--- config.mk ---
export PLATFORM = sky130hd
export DESIGN_NAME = power_button_state_irq
export DESIGN_NICKNAME = d
export VERILOG_FILES = /design/src/rtl/power_button_pkg.sv /design/src/rtl/power_button_state_irq.sv
export SDC_FILE = /design/constraint.sdc
export NUM_CORES = 1
export LEC_CHECK = 0
export ABC_AREA = 1
export BUFFER_PORTS_ARGS = -buffer_cell sky130_fd_sc_hd__buf_2
export CAP_MARGIN = 20
export CORE_UTILIZATION = 43
export DETAILED_ROUTE_END_ITERATION = 8
export HOLD_SLACK_MARGIN = 0.08
export REMOVE_ABC_BUFFERS = 1
export SETUP_SLACK_MARGIN = 0.15
export SLEW_MARGIN = 20
export SYNTH_ARGS = -nofsm -noshare
export SYNTH_HDL_FRONTEND = slang
export SYNTH_SLANG_ARGS = --single-unit
--- constraint.sdc ---
create_clock -name clk_sys -period 2.9 [get_ports clk_sys]
set_input_delay 0.58 -clock clk_sys [delete_from_list [all_inputs] [get_ports clk_sys]]
set_output_delay 0.58 -clock clk_sys [all_outputs]
set_load 0.02 [all_outputs]
--- src/rtl/power_button_pkg.sv ---
/*
 * Shared constants and types for the power button and power-state
 * interrupt block: register addresses, field positions, reset values,
 * action encodings and timing figures.
 * Assumes a 40 MHz system clock and a 16-bit register port.
 */
package power_button_pkg;

   // Register addresses as seen on the register port.
   localparam logic [15:0] ADDR_BUTTON_CTRL  = 16'h4005;
   localparam logic [15:0] ADDR_IRQ_STAT_ONE = 16'h4011;
   localparam logic [15:0] ADDR_IRQ_STAT_TWO = 16'h4012;
   localparam logic [15:0] ADDR_IRQ_MASK_ONE = 16'h4019;
   localparam logic [15:0] ADDR_IRQ_MASK_TWO = 16'h401a;
   localparam logic [15:0] ADDR_CHARGE_CTRL  = 16'h4020;

   // Field positions in the button control register.
   localparam int TIMEOUT_LSB  = 0;
   localparam int LEVEL_BIT    = 3;
   localparam int FIRST_LSB    = 4;
   localparam int SECOND_LSB   = 8;

   // Flag positions.
   localparam int WAKE_BIT     = 0;
   localparam int SLEEP_OFF_BIT = 1;
   localparam int POR_BIT      = 2;
   localparam int BUTTON_BIT   = 12;
   localparam int CHG_BLOCK_BIT = 0;

   // Reset values.
   localparam logic [1:0] FIRST_RESET   = 2'h0;
   localparam logic [1:0] SECOND_RESET  = 2'h1;
   localparam logic [1:0] TIMEOUT_RESET = 2'h0;
   localparam logic [2:0] MASK_TWO_RESET = 3'h7;
   localparam logic       MASK_ONE_RESET = 1'b1;

   // Action field encodings.
   localparam logic [1:0] ACT_NONE_OR_IRQ = 2'h0;
   localparam logic [1:0] ACT_ON          = 2'h1;
   localparam logic [1:0] ACT_OFF         = 2'h2;

   // Timing: one slow tick is one millisecond.
   localparam int CLK_PERIOD_NS   = 25;
   localparam int TICK_NS         = 1000000;
   localparam int TICK_CYCLES     = (TICK_NS + CLK_PERIOD_NS - 1)
                                    / CLK_PERIOD_NS;
   localparam int DEBOUNCE_MS     = 20;
   localparam int TIMEOUT_BASE_MS = 1000;
   localparam int HOLD_W          = 15;

   typedef enum logic [1:0] {
      PS_OFF,
      PS_ON,
      PS_SLEEP,
      PS_BACKUP
   } power_state_e;

   // Requests handed to the power state machine, one-cycle pulses.
   typedef struct packed {
      logic on_req;
      logic wake_req;
      logic off_req;
      logic src_button;
   } power_req_s;

endpackage : power_button_pkg

--- src/rtl/power_button_state_irq.sv ---
/*
 * Power button press logic and power-state transition interrupt flags.
 * Assumes the power state, power-on reset level, charging status and
 * user-key unlock state come from neighbouring logic, all synchronous
 * to clk_sys, and that the button pin has its pull-up outside.
 */
// The implementer's own choice: the strobed register port.
// Behaviour
// - Entering SLEEP or OFF sets flag bit 1.
// - Entering ON sets flag bit 0.
// - Power-on reset rising edge sets bit 2.
// - Flags clear only on written one.
// - Unmasked power-state flags drive combined interrupt.
// - Mask bit one blocks; masks reset high.
// - ON indicator asserted while in ON.
// - SLEEP indicator asserted while in SLEEP.
// - Low-active button input is debounced first.
// - Press takes selected first action.
// - Every press sets button event flag.
// - Hold past timeout takes second action.
// - Timeout field selects 1, 2, 4, 8 s.
// - Further timeout requests OFF unless the charging block applies.
// - Charging block suppresses button OFF requests.
// - Level bit shows present button level.
// - Release also sets button event flag.
// - Button flag bit 12, masked by bit 12.
// - Locked key ignores control field writes.
// - Button ON wakes from SLEEP, marked button-sourced.

module power_button_state_irq
   import power_button_pkg::*;
#(
   parameter int TICK_LEN      = TICK_CYCLES,
   parameter int DEBOUNCE_LEN  = DEBOUNCE_MS,
   parameter int TIMEOUT_UNIT  = TIMEOUT_BASE_MS
) (
   // Clock and reset
   input  wire logic         clk_sys,
   input  wire logic         nrst,
   // Register port
   input  wire logic [15:0]  reg_addr,
   input  wire logic [15:0]  reg_wdata,
   input  wire logic         reg_wr,
   input  wire logic         reg_rd,
   output logic      [15:0]  reg_rdata,
   // Button pin, low while pressed
   input  wire logic         button_n,
   // Surrounding power logic
   input  power_state_e      power_state,
   input  wire logic         por_active,
   input  wire logic         charging_active,
   input  wire logic         user_key_unlocked,
   // Requests and interrupts
   output power_req_s        power_req,
   output logic              power_state_primary_irq,
   output logic              button_primary_irq,
   // Power state indication for general-purpose outputs
   output logic              gpio_on_state,
   output logic              gpio_sleep_state
);

   // Widths of the counters.
   localparam int TICK_W = $clog2(TICK_LEN + 1);
   localparam int DEB_W  = $clog2(DEBOUNCE_LEN + 1);

   // Hold time in ticks for a timeout code.
   function automatic logic [HOLD_W-1:0] timeout_ticks(
      input logic [1:0] sel
   );
      logic [HOLD_W-1:0] base;
      base = HOLD_W'(TIMEOUT_UNIT);
      return base << sel;
   endfunction : timeout_ticks

   // Register state.
   logic [1:0]        button_first_action_reg;
   logic [1:0]        button_second_action_reg;
   logic [1:0]        button_hold_timeout_reg;
   logic              charging_shutdown_block_reg;
   logic              button_event_flag_reg;
   logic              button_event_mask_reg;
   logic              wake_event_flag_reg;
   logic              sleep_or_off_event_flag_reg;
   logic              por_event_flag_reg;
   logic              wake_event_mask_reg;
   logic              sleep_or_off_event_mask_reg;
   logic              por_event_mask_reg;
   logic [15:0]       rdata_reg;

   // Block state.
   logic [TICK_W-1:0] tick_cnt_reg;
   logic [DEB_W-1:0]  deb_cnt_reg;
   logic              deb_level_reg;
   logic [HOLD_W-1:0] hold_cnt_reg;
   logic              second_done_reg;
   logic              third_done_reg;
   power_state_e      prev_state_reg;
   logic              prev_por_reg;
   power_req_s        power_req_reg;
   logic              gpio_on_reg;
   logic              gpio_sleep_reg;

   // Address decode and strobes.
   wire logic sel_ctrl   = reg_addr == ADDR_BUTTON_CTRL;
   wire logic sel_stat1  = reg_addr == ADDR_IRQ_STAT_ONE;
   wire logic sel_stat2  = reg_addr == ADDR_IRQ_STAT_TWO;
   wire logic sel_mask1  = reg_addr == ADDR_IRQ_MASK_ONE;
   wire logic sel_mask2  = reg_addr == ADDR_IRQ_MASK_TWO;
   wire logic sel_chg    = reg_addr == ADDR_CHARGE_CTRL;
   wire logic wr_ctrl    = reg_wr && sel_ctrl && user_key_unlocked;
   wire logic wr_stat1   = reg_wr && sel_stat1;
   wire logic wr_stat2   = reg_wr && sel_stat2;
   wire logic wr_mask1   = reg_wr && sel_mask1;
   wire logic wr_mask2   = reg_wr && sel_mask2;
   wire logic wr_chg     = reg_wr && sel_chg;

   // Slow tick.
   wire logic tick = tick_cnt_reg == TICK_W'(TICK_LEN - 1);
   wire logic [TICK_W-1:0] tick_next =
      tick ? '0 : tick_cnt_reg + TICK_W'(1);

   wire logic raw_differs = button_n != deb_level_reg;
   wire logic deb_done = raw_differs && tick &&
                         deb_cnt_reg == DEB_W'(DEBOUNCE_LEN - 1);
   wire logic [DEB_W-1:0] deb_next =
      !raw_differs ? '0 :
      deb_done     ? '0 :
      tick         ? deb_cnt_reg + DEB_W'(1) : deb_cnt_reg;
   wire logic press   = deb_done && !button_n;
   wire logic release_ev = deb_done && button_n;
   wire logic held    = !deb_level_reg;

   // Hold timing.
   wire logic [HOLD_W-1:0] period = timeout_ticks(button_hold_timeout_reg);
   wire logic second_fire = held && !second_done_reg &&
                            hold_cnt_reg == period;
   // fixed OFF after a further period
   wire logic third_fire = held && second_done_reg && !third_done_reg &&
                           hold_cnt_reg == period;
   // restart on press, saturate when done
   wire logic [HOLD_W-1:0] hold_next =
      (press || second_fire) ? '0 :
      (held && tick && !third_done_reg) ? hold_cnt_reg + HOLD_W'(1) :
      hold_cnt_reg;

   wire logic first_on  = press && button_first_action_reg == ACT_ON;
   wire logic first_off = press && button_first_action_reg == ACT_OFF;
   wire logic second_on  = second_fire &&
                           button_second_action_reg == ACT_ON;
   wire logic second_off = second_fire &&
                           button_second_action_reg == ACT_OFF;
   wire logic second_irq = second_fire &&
                           button_second_action_reg == ACT_NONE_OR_IRQ;
   wire logic want_on  = first_on || second_on;
   wire logic off_block = charging_shutdown_block_reg && charging_active;
   wire logic want_off = (first_off || second_off || third_fire) &&
                         !off_block;

   // ON from OFF, WAKE from SLEEP
   power_req_s req_next;
   assign req_next.on_req     = want_on && power_state == PS_OFF;
   assign req_next.wake_req   = want_on && power_state == PS_SLEEP;
   assign req_next.off_req    = want_off;
   assign req_next.src_button = req_next.on_req || req_next.wake_req;

   wire logic button_set = press || release_ev || second_irq;
   // set wins over a written one
   wire logic button_flag_next =
      button_set ||
      (button_event_flag_reg && !(wr_stat1 && reg_wdata[BUTTON_BIT]));

   wire logic wake_set = power_state == PS_ON && prev_state_reg != PS_ON;
   wire logic sleep_off_set =
      (power_state == PS_SLEEP && prev_state_reg != PS_SLEEP) ||
      (power_state == PS_OFF && prev_state_reg != PS_OFF);
   wire logic por_set = por_active && !prev_por_reg;

   wire logic wake_flag_next = wake_set ||
      (wake_event_flag_reg && !(wr_stat2 && reg_wdata[WAKE_BIT]));
   wire logic sleep_off_flag_next = sleep_off_set ||
      (sleep_or_off_event_flag_reg &&
       !(wr_stat2 && reg_wdata[SLEEP_OFF_BIT]));
   wire logic por_flag_next = por_set ||
      (por_event_flag_reg && !(wr_stat2 && reg_wdata[POR_BIT]));

   // Read mux.
   logic [15:0] ctrl_view;
   logic [15:0] stat1_view;
   logic [15:0] stat2_view;
   logic [15:0] mask1_view;
   logic [15:0] mask2_view;
   logic [15:0] chg_view;
   logic [15:0] rd_mux;
   always_comb begin
      ctrl_view = '0;
      ctrl_view[SECOND_LSB +: 2]  = button_second_action_reg;
      ctrl_view[FIRST_LSB +: 2]   = button_first_action_reg;
      ctrl_view[LEVEL_BIT]        = button_n;
      ctrl_view[TIMEOUT_LSB +: 2] = button_hold_timeout_reg;
      stat1_view = '0;
      stat1_view[BUTTON_BIT] = button_event_flag_reg;
      mask1_view = '0;
      mask1_view[BUTTON_BIT] = button_event_mask_reg;
      stat2_view = '0;
      stat2_view[WAKE_BIT]      = wake_event_flag_reg;
      stat2_view[SLEEP_OFF_BIT] = sleep_or_off_event_flag_reg;
      stat2_view[POR_BIT]       = por_event_flag_reg;
      mask2_view = '0;
      mask2_view[WAKE_BIT]      = wake_event_mask_reg;
      mask2_view[SLEEP_OFF_BIT] = sleep_or_off_event_mask_reg;
      mask2_view[POR_BIT]       = por_event_mask_reg;
      chg_view = '0;
      chg_view[CHG_BLOCK_BIT] = charging_shutdown_block_reg;
      rd_mux = sel_ctrl  ? ctrl_view  :
               sel_stat1 ? stat1_view :
               sel_stat2 ? stat2_view :
               sel_mask1 ? mask1_view :
               sel_mask2 ? mask2_view :
               sel_chg   ? chg_view   : '0;
   end

   // Registers written by software.
   always_ff @(posedge clk_sys) begin
      if (!nrst) begin
         button_first_action_reg     <= FIRST_RESET;
         button_second_action_reg    <= SECOND_RESET;
         button_hold_timeout_reg     <= TIMEOUT_RESET;
         charging_shutdown_block_reg <= 1'b0;
         button_event_mask_reg       <= MASK_ONE_RESET;
         {por_event_mask_reg, sleep_or_off_event_mask_reg,
          wake_event_mask_reg}       <= MASK_TWO_RESET;
      end else begin
         if (wr_ctrl) begin
            button_first_action_reg  <= reg_wdata[FIRST_LSB +: 2];
            button_second_action_reg <= reg_wdata[SECOND_LSB +: 2];
            button_hold_timeout_reg  <= reg_wdata[TIMEOUT_LSB +: 2];
         end
         if (wr_chg) begin
            charging_shutdown_block_reg <= reg_wdata[CHG_BLOCK_BIT];
         end
         if (wr_mask1) begin
            button_event_mask_reg <= reg_wdata[BUTTON_BIT];
         end
         if (wr_mask2) begin
            wake_event_mask_reg         <= reg_wdata[WAKE_BIT];
            sleep_or_off_event_mask_reg <= reg_wdata[SLEEP_OFF_BIT];
            por_event_mask_reg          <= reg_wdata[POR_BIT];
         end
      end
   end

   // Flags, edge history and read data.
   always_ff @(posedge clk_sys) begin
      if (!nrst) begin
         button_event_flag_reg       <= 1'b0;
         wake_event_flag_reg         <= 1'b0;
         sleep_or_off_event_flag_reg <= 1'b0;
         por_event_flag_reg          <= 1'b0;
         prev_state_reg              <= PS_OFF;
         prev_por_reg                <= 1'b0;
         rdata_reg                   <= '0;
      end else begin
         button_event_flag_reg       <= button_flag_next;
         wake_event_flag_reg         <= wake_flag_next;
         sleep_or_off_event_flag_reg <= sleep_off_flag_next;
         por_event_flag_reg          <= por_flag_next;
         prev_state_reg              <= power_state;
         prev_por_reg                <= por_active;
         rdata_reg                   <= reg_rd ? rd_mux : '0;
      end
   end

   // Button timing and requests.
   always_ff @(posedge clk_sys) begin
      if (!nrst) begin
         tick_cnt_reg    <= '0;
         deb_cnt_reg     <= '0;
         deb_level_reg   <= 1'b1;
         hold_cnt_reg    <= '0;
         second_done_reg <= 1'b0;
         third_done_reg  <= 1'b0;
         power_req_reg   <= '0;
      end else begin
         tick_cnt_reg  <= tick_next;
         deb_cnt_reg   <= deb_next;
         if (deb_done) begin
            deb_level_reg <= button_n;
         end
         hold_cnt_reg  <= hold_next;
         if (press) begin
            second_done_reg <= 1'b0;
            third_done_reg  <= 1'b0;
         end else begin
            second_done_reg <= second_done_reg || second_fire;
            third_done_reg  <= third_done_reg || third_fire;
         end
         power_req_reg <= req_next;
      end
   end

   // State indication outputs.
   always_ff @(posedge clk_sys) begin
      if (!nrst) begin
         gpio_on_reg    <= 1'b0;
         gpio_sleep_reg <= 1'b0;
      end else begin
         gpio_on_reg    <= power_state == PS_ON;
         gpio_sleep_reg <= power_state == PS_SLEEP;
      end
   end

   assign reg_rdata        = rdata_reg;
   assign power_req        = power_req_reg;
   assign gpio_on_state    = gpio_on_reg;
   assign gpio_sleep_state = gpio_sleep_reg;
   assign power_state_primary_irq =
      (wake_event_flag_reg && !wake_event_mask_reg) ||
      (sleep_or_off_event_flag_reg && !sleep_or_off_event_mask_reg) ||
      (por_event_flag_reg && !por_event_mask_reg);
   assign button_primary_irq = button_event_flag_reg &&
                               !button_event_mask_reg;

endmodule : power_button_state_irq

==> flow_metrics.py <==
metrics = {
    "route": {
        "drtIter0Drc": 100,
        "drtPass1Iterations": 4,
        "vias": 3424,
        "drc": 0,
        "ant_nets": 0,
        "viasPerCell": 4.877,
        "routed.top_layer": "met4",
        "dr_wl_met3_um": 406,
        "m1WireLength_mm": 3.822,
        "detail_route.wl_per_cell_um": 11.57,
        "drt-total-wl_mm": 8.125,
        "dr_wl_met2_mm": 3.771,
    },
    "timing": {
        "timing.final.crit_period_ns": 1.905,
        "slew-limit-headroom": 0.6420,
        "hold_violations": 0,
        "tns_ns": 0,
        "finalSetupViolCount": 0,
        "clock_skew_ns": 0.01846,
        "worstMarginPinSlew_ns": 0.5354,
        "rsz0062_at_grt": "no",
        "clock.fmax_ghz": 0.5249,
        "period_share": 0.6569,
        "slew_violations": 0,
    },
    "setup_path": {
        "path_common_cell": "nand2_1",
        "critical_path.top_delay_family": "simple AND/OR/NAND/NOR gates",
        "endpoint_kind": "register",
        "slowest_stage": "nor3_4",
        "worstPathMaxFanout": 9,
        "cp_cell_sequence": "ha_1 -> nand3_2 -> nor3_1 -> nand2_1 -> nor3_4 -> inv_2 -> nand2_1 -> a21oi_2",
        "timing_worst_setup_path_type": "reg -> reg",
        "slowest_delay_ns": 0.39,
        "critPathLaunchType": "register",
        "crit_arrival_ns": 2.14,
        "cp_num_buf_inv": 1,
        "worstPathRequired_ns": 3.14,
    },
    "placed_design": {
        "portBuffers": 50,
        "dp_hpwl_mm": 6.123,
        "placed_area_um2": 4003,
        "globalplace.congestion": 0.8850,
    },
    "die": {
        "initial_utilization": 0.4456,
        "die_w_um": 94.51,
        "dieHeight_um": 94.51,
        "io_pins": 66,
        "coreArea_um2": 8258,
        "die_area_um2": 8931,
        "rows": 33,
    },
    "cts": {
        "clock_latency_ns": 0.36,
        "cts_buffers": 9,
        "cts_setup_buffers": 0,
        "cts_tree": "yes",
        "cts.repair.resized": 0,
        "root_buffer": "clkbuf_8",
        "clock-sinks": 72,
        "clockBufferDepth": 2,
        "postCtsHoldBufs": 0,
        "htree_levels": 3,
        "path_clk_slew_ns": 0.10,
    },
    "global_route": {
        "grt-ovfl-total": 0,
        "grt_max_degree": 24,
        "grt_usage": 0.1955,
        "antenna_found_initial": 0,
        "grt_pass1_vias": 3158,
        "grt_pass1_wl_mm": 13.77,
    },
    "pwr": {
        "powerDensity_nw_per_um2": 450.6,
        "ir_worst_vdd_v": 0.0002568,
        "static-leakage-power_nw": 1.822,
    },
    "synthesis": {
        "ys_ff_latch": 72,
        "yosys.area_share.xor_xnor": 0.04284,
        "synth.mux.area_fraction": 0,
        "netlist_area_um2": 3680,
        "yosysWarnings": 0,
        "synthAdderAreaFrac": 0.01360,
        "synth_edf_count": 0,
        "synth_top_family_by_area": "simple AND/OR/NAND/NOR gates",
        "async_reset_ff_frac": 0,
        "synth.distinct_cells": 32,
        "yosys.area_share.simple": 0.3839,
        "synth-compound-area-share": 0.06732,
        "synthCells": 537,
        "yosysSeqAreaShare": 0.3917,
        "synth_ff_type": "dfxtp_1",
        "synth_area_per_cell_um2": 6.852,
    },
    "final_layout": {
        "drive_above_1_share": 0.1658,
        "final_area_um2": 4195,
        "finish.net_count": 638,
        "final_common_cell": "nand2_1",
        "diodes": 0,
        "area_delta_synth_final_pct": 14.01,
        "largest_register_ffs": 16,
        "layout_common_cells": "nand2_1, dfxtp_1, nor2_1",
    },
    "worst_hold_path": {
        "hp-class": "in -> reg",
    },
    "status": {
        "status": "completed",
    },
    "run": {
        "drv_cap": 0,
    },
}
-- power by group --
group	leakage, nW	total, mW	switching, mW	internal, mW
Combinational	1.14	0.0921	0.0608	0.0313
Clock	0.100	0.793	0.456	0.338
Sequential	0.583	1.01	0.00695	0.998
-- synth_stat cells (all sizes together) (4+ instances only) --
library cell	n	area share
o21ai	12	0.016
nor3	26	0.047
nand3	49	0.073
nand2	140	0.14
nand4	11	0.019
nor2	83	0.096
xor2	15	0.036
a21oi	26	0.038
dfxtp	72	0.39
inv	74	0.075
ha	4	0.014
buf	11	0.022
-- metal layers --
metal  global-route usage  vias to the layer above
met1               0.2421                     1529
met3              0.03623                       13
li1                     -                     1796
met4              0.08586                        0
met2               0.3303                       86
met5                    0                        -
-- path summary, 6_finish.rpt --
check                             startpoint                       endpoint  slack (ns)  depth (start not counted)
hold reg to reg      prev_por_reg$_SDFF_PN0_  por_event_flag_reg$_SDFF_PN0_        0.43                          1
setup / recovery  tick_cnt_reg[0]$_SDFF_PP0_  hold_cnt_reg[10]$_SDFFE_PP0P_         1.0                          8
setup reg to reg  tick_cnt_reg[0]$_SDFF_PP0_  hold_cnt_reg[10]$_SDFFE_PP0P_         1.0                          8
hold / removal                power_state[0]    gpio_sleep_state$_SDFF_PN0_        0.42                          2
-- cell type report --
type / instances / area (um2)
Fill cell: 857 / 4063
Multi-Input combinational cell: 384 / 1894
Sequential cell: 72 / 1441
Inverter: 74 / 277.8
Timing Repair Buffer: 51 / 257.7
Tap cell: 105 / 131.4
Clock buffer: 9 / 123.9
Clock inverter: 7 / 68.82
-- per-stage QoR --
| step | setup slack (ns) | hold WS (ns) | std cells | total power, mW | util |
|---|---|---|---|---|---|
| floorplan | 1.211 | 0.3988 | 530 | 1.073 | - |
| global placement | 0.7806 | 0.4063 | 686 | 1.119 | 0.4847 |
| detailed placement | 0.7294 | 0.4201 | 686 | 1.121 | 0.4847 |
| CTS | 0.9890 | 0.4063 | 702 | 1.912 | 0.5080 |
| global route | 0.8358 | 0.4089 | 702 | 1.962 | 0.5080 |
| finish | 0.9950 | 0.4167 | 702 | 1.890 | 0.5080 |
-- logic make-up after synthesis --
group,count (synthesis)
other,1
AO/OA/AOI/OAI,44
flip-flops,72
adder cells (fa/ha/maj),4
buffers and inverters,87
AND/OR/NAND/NOR,311
XOR/XNOR,18
Power figures use the tool's default switching activity.
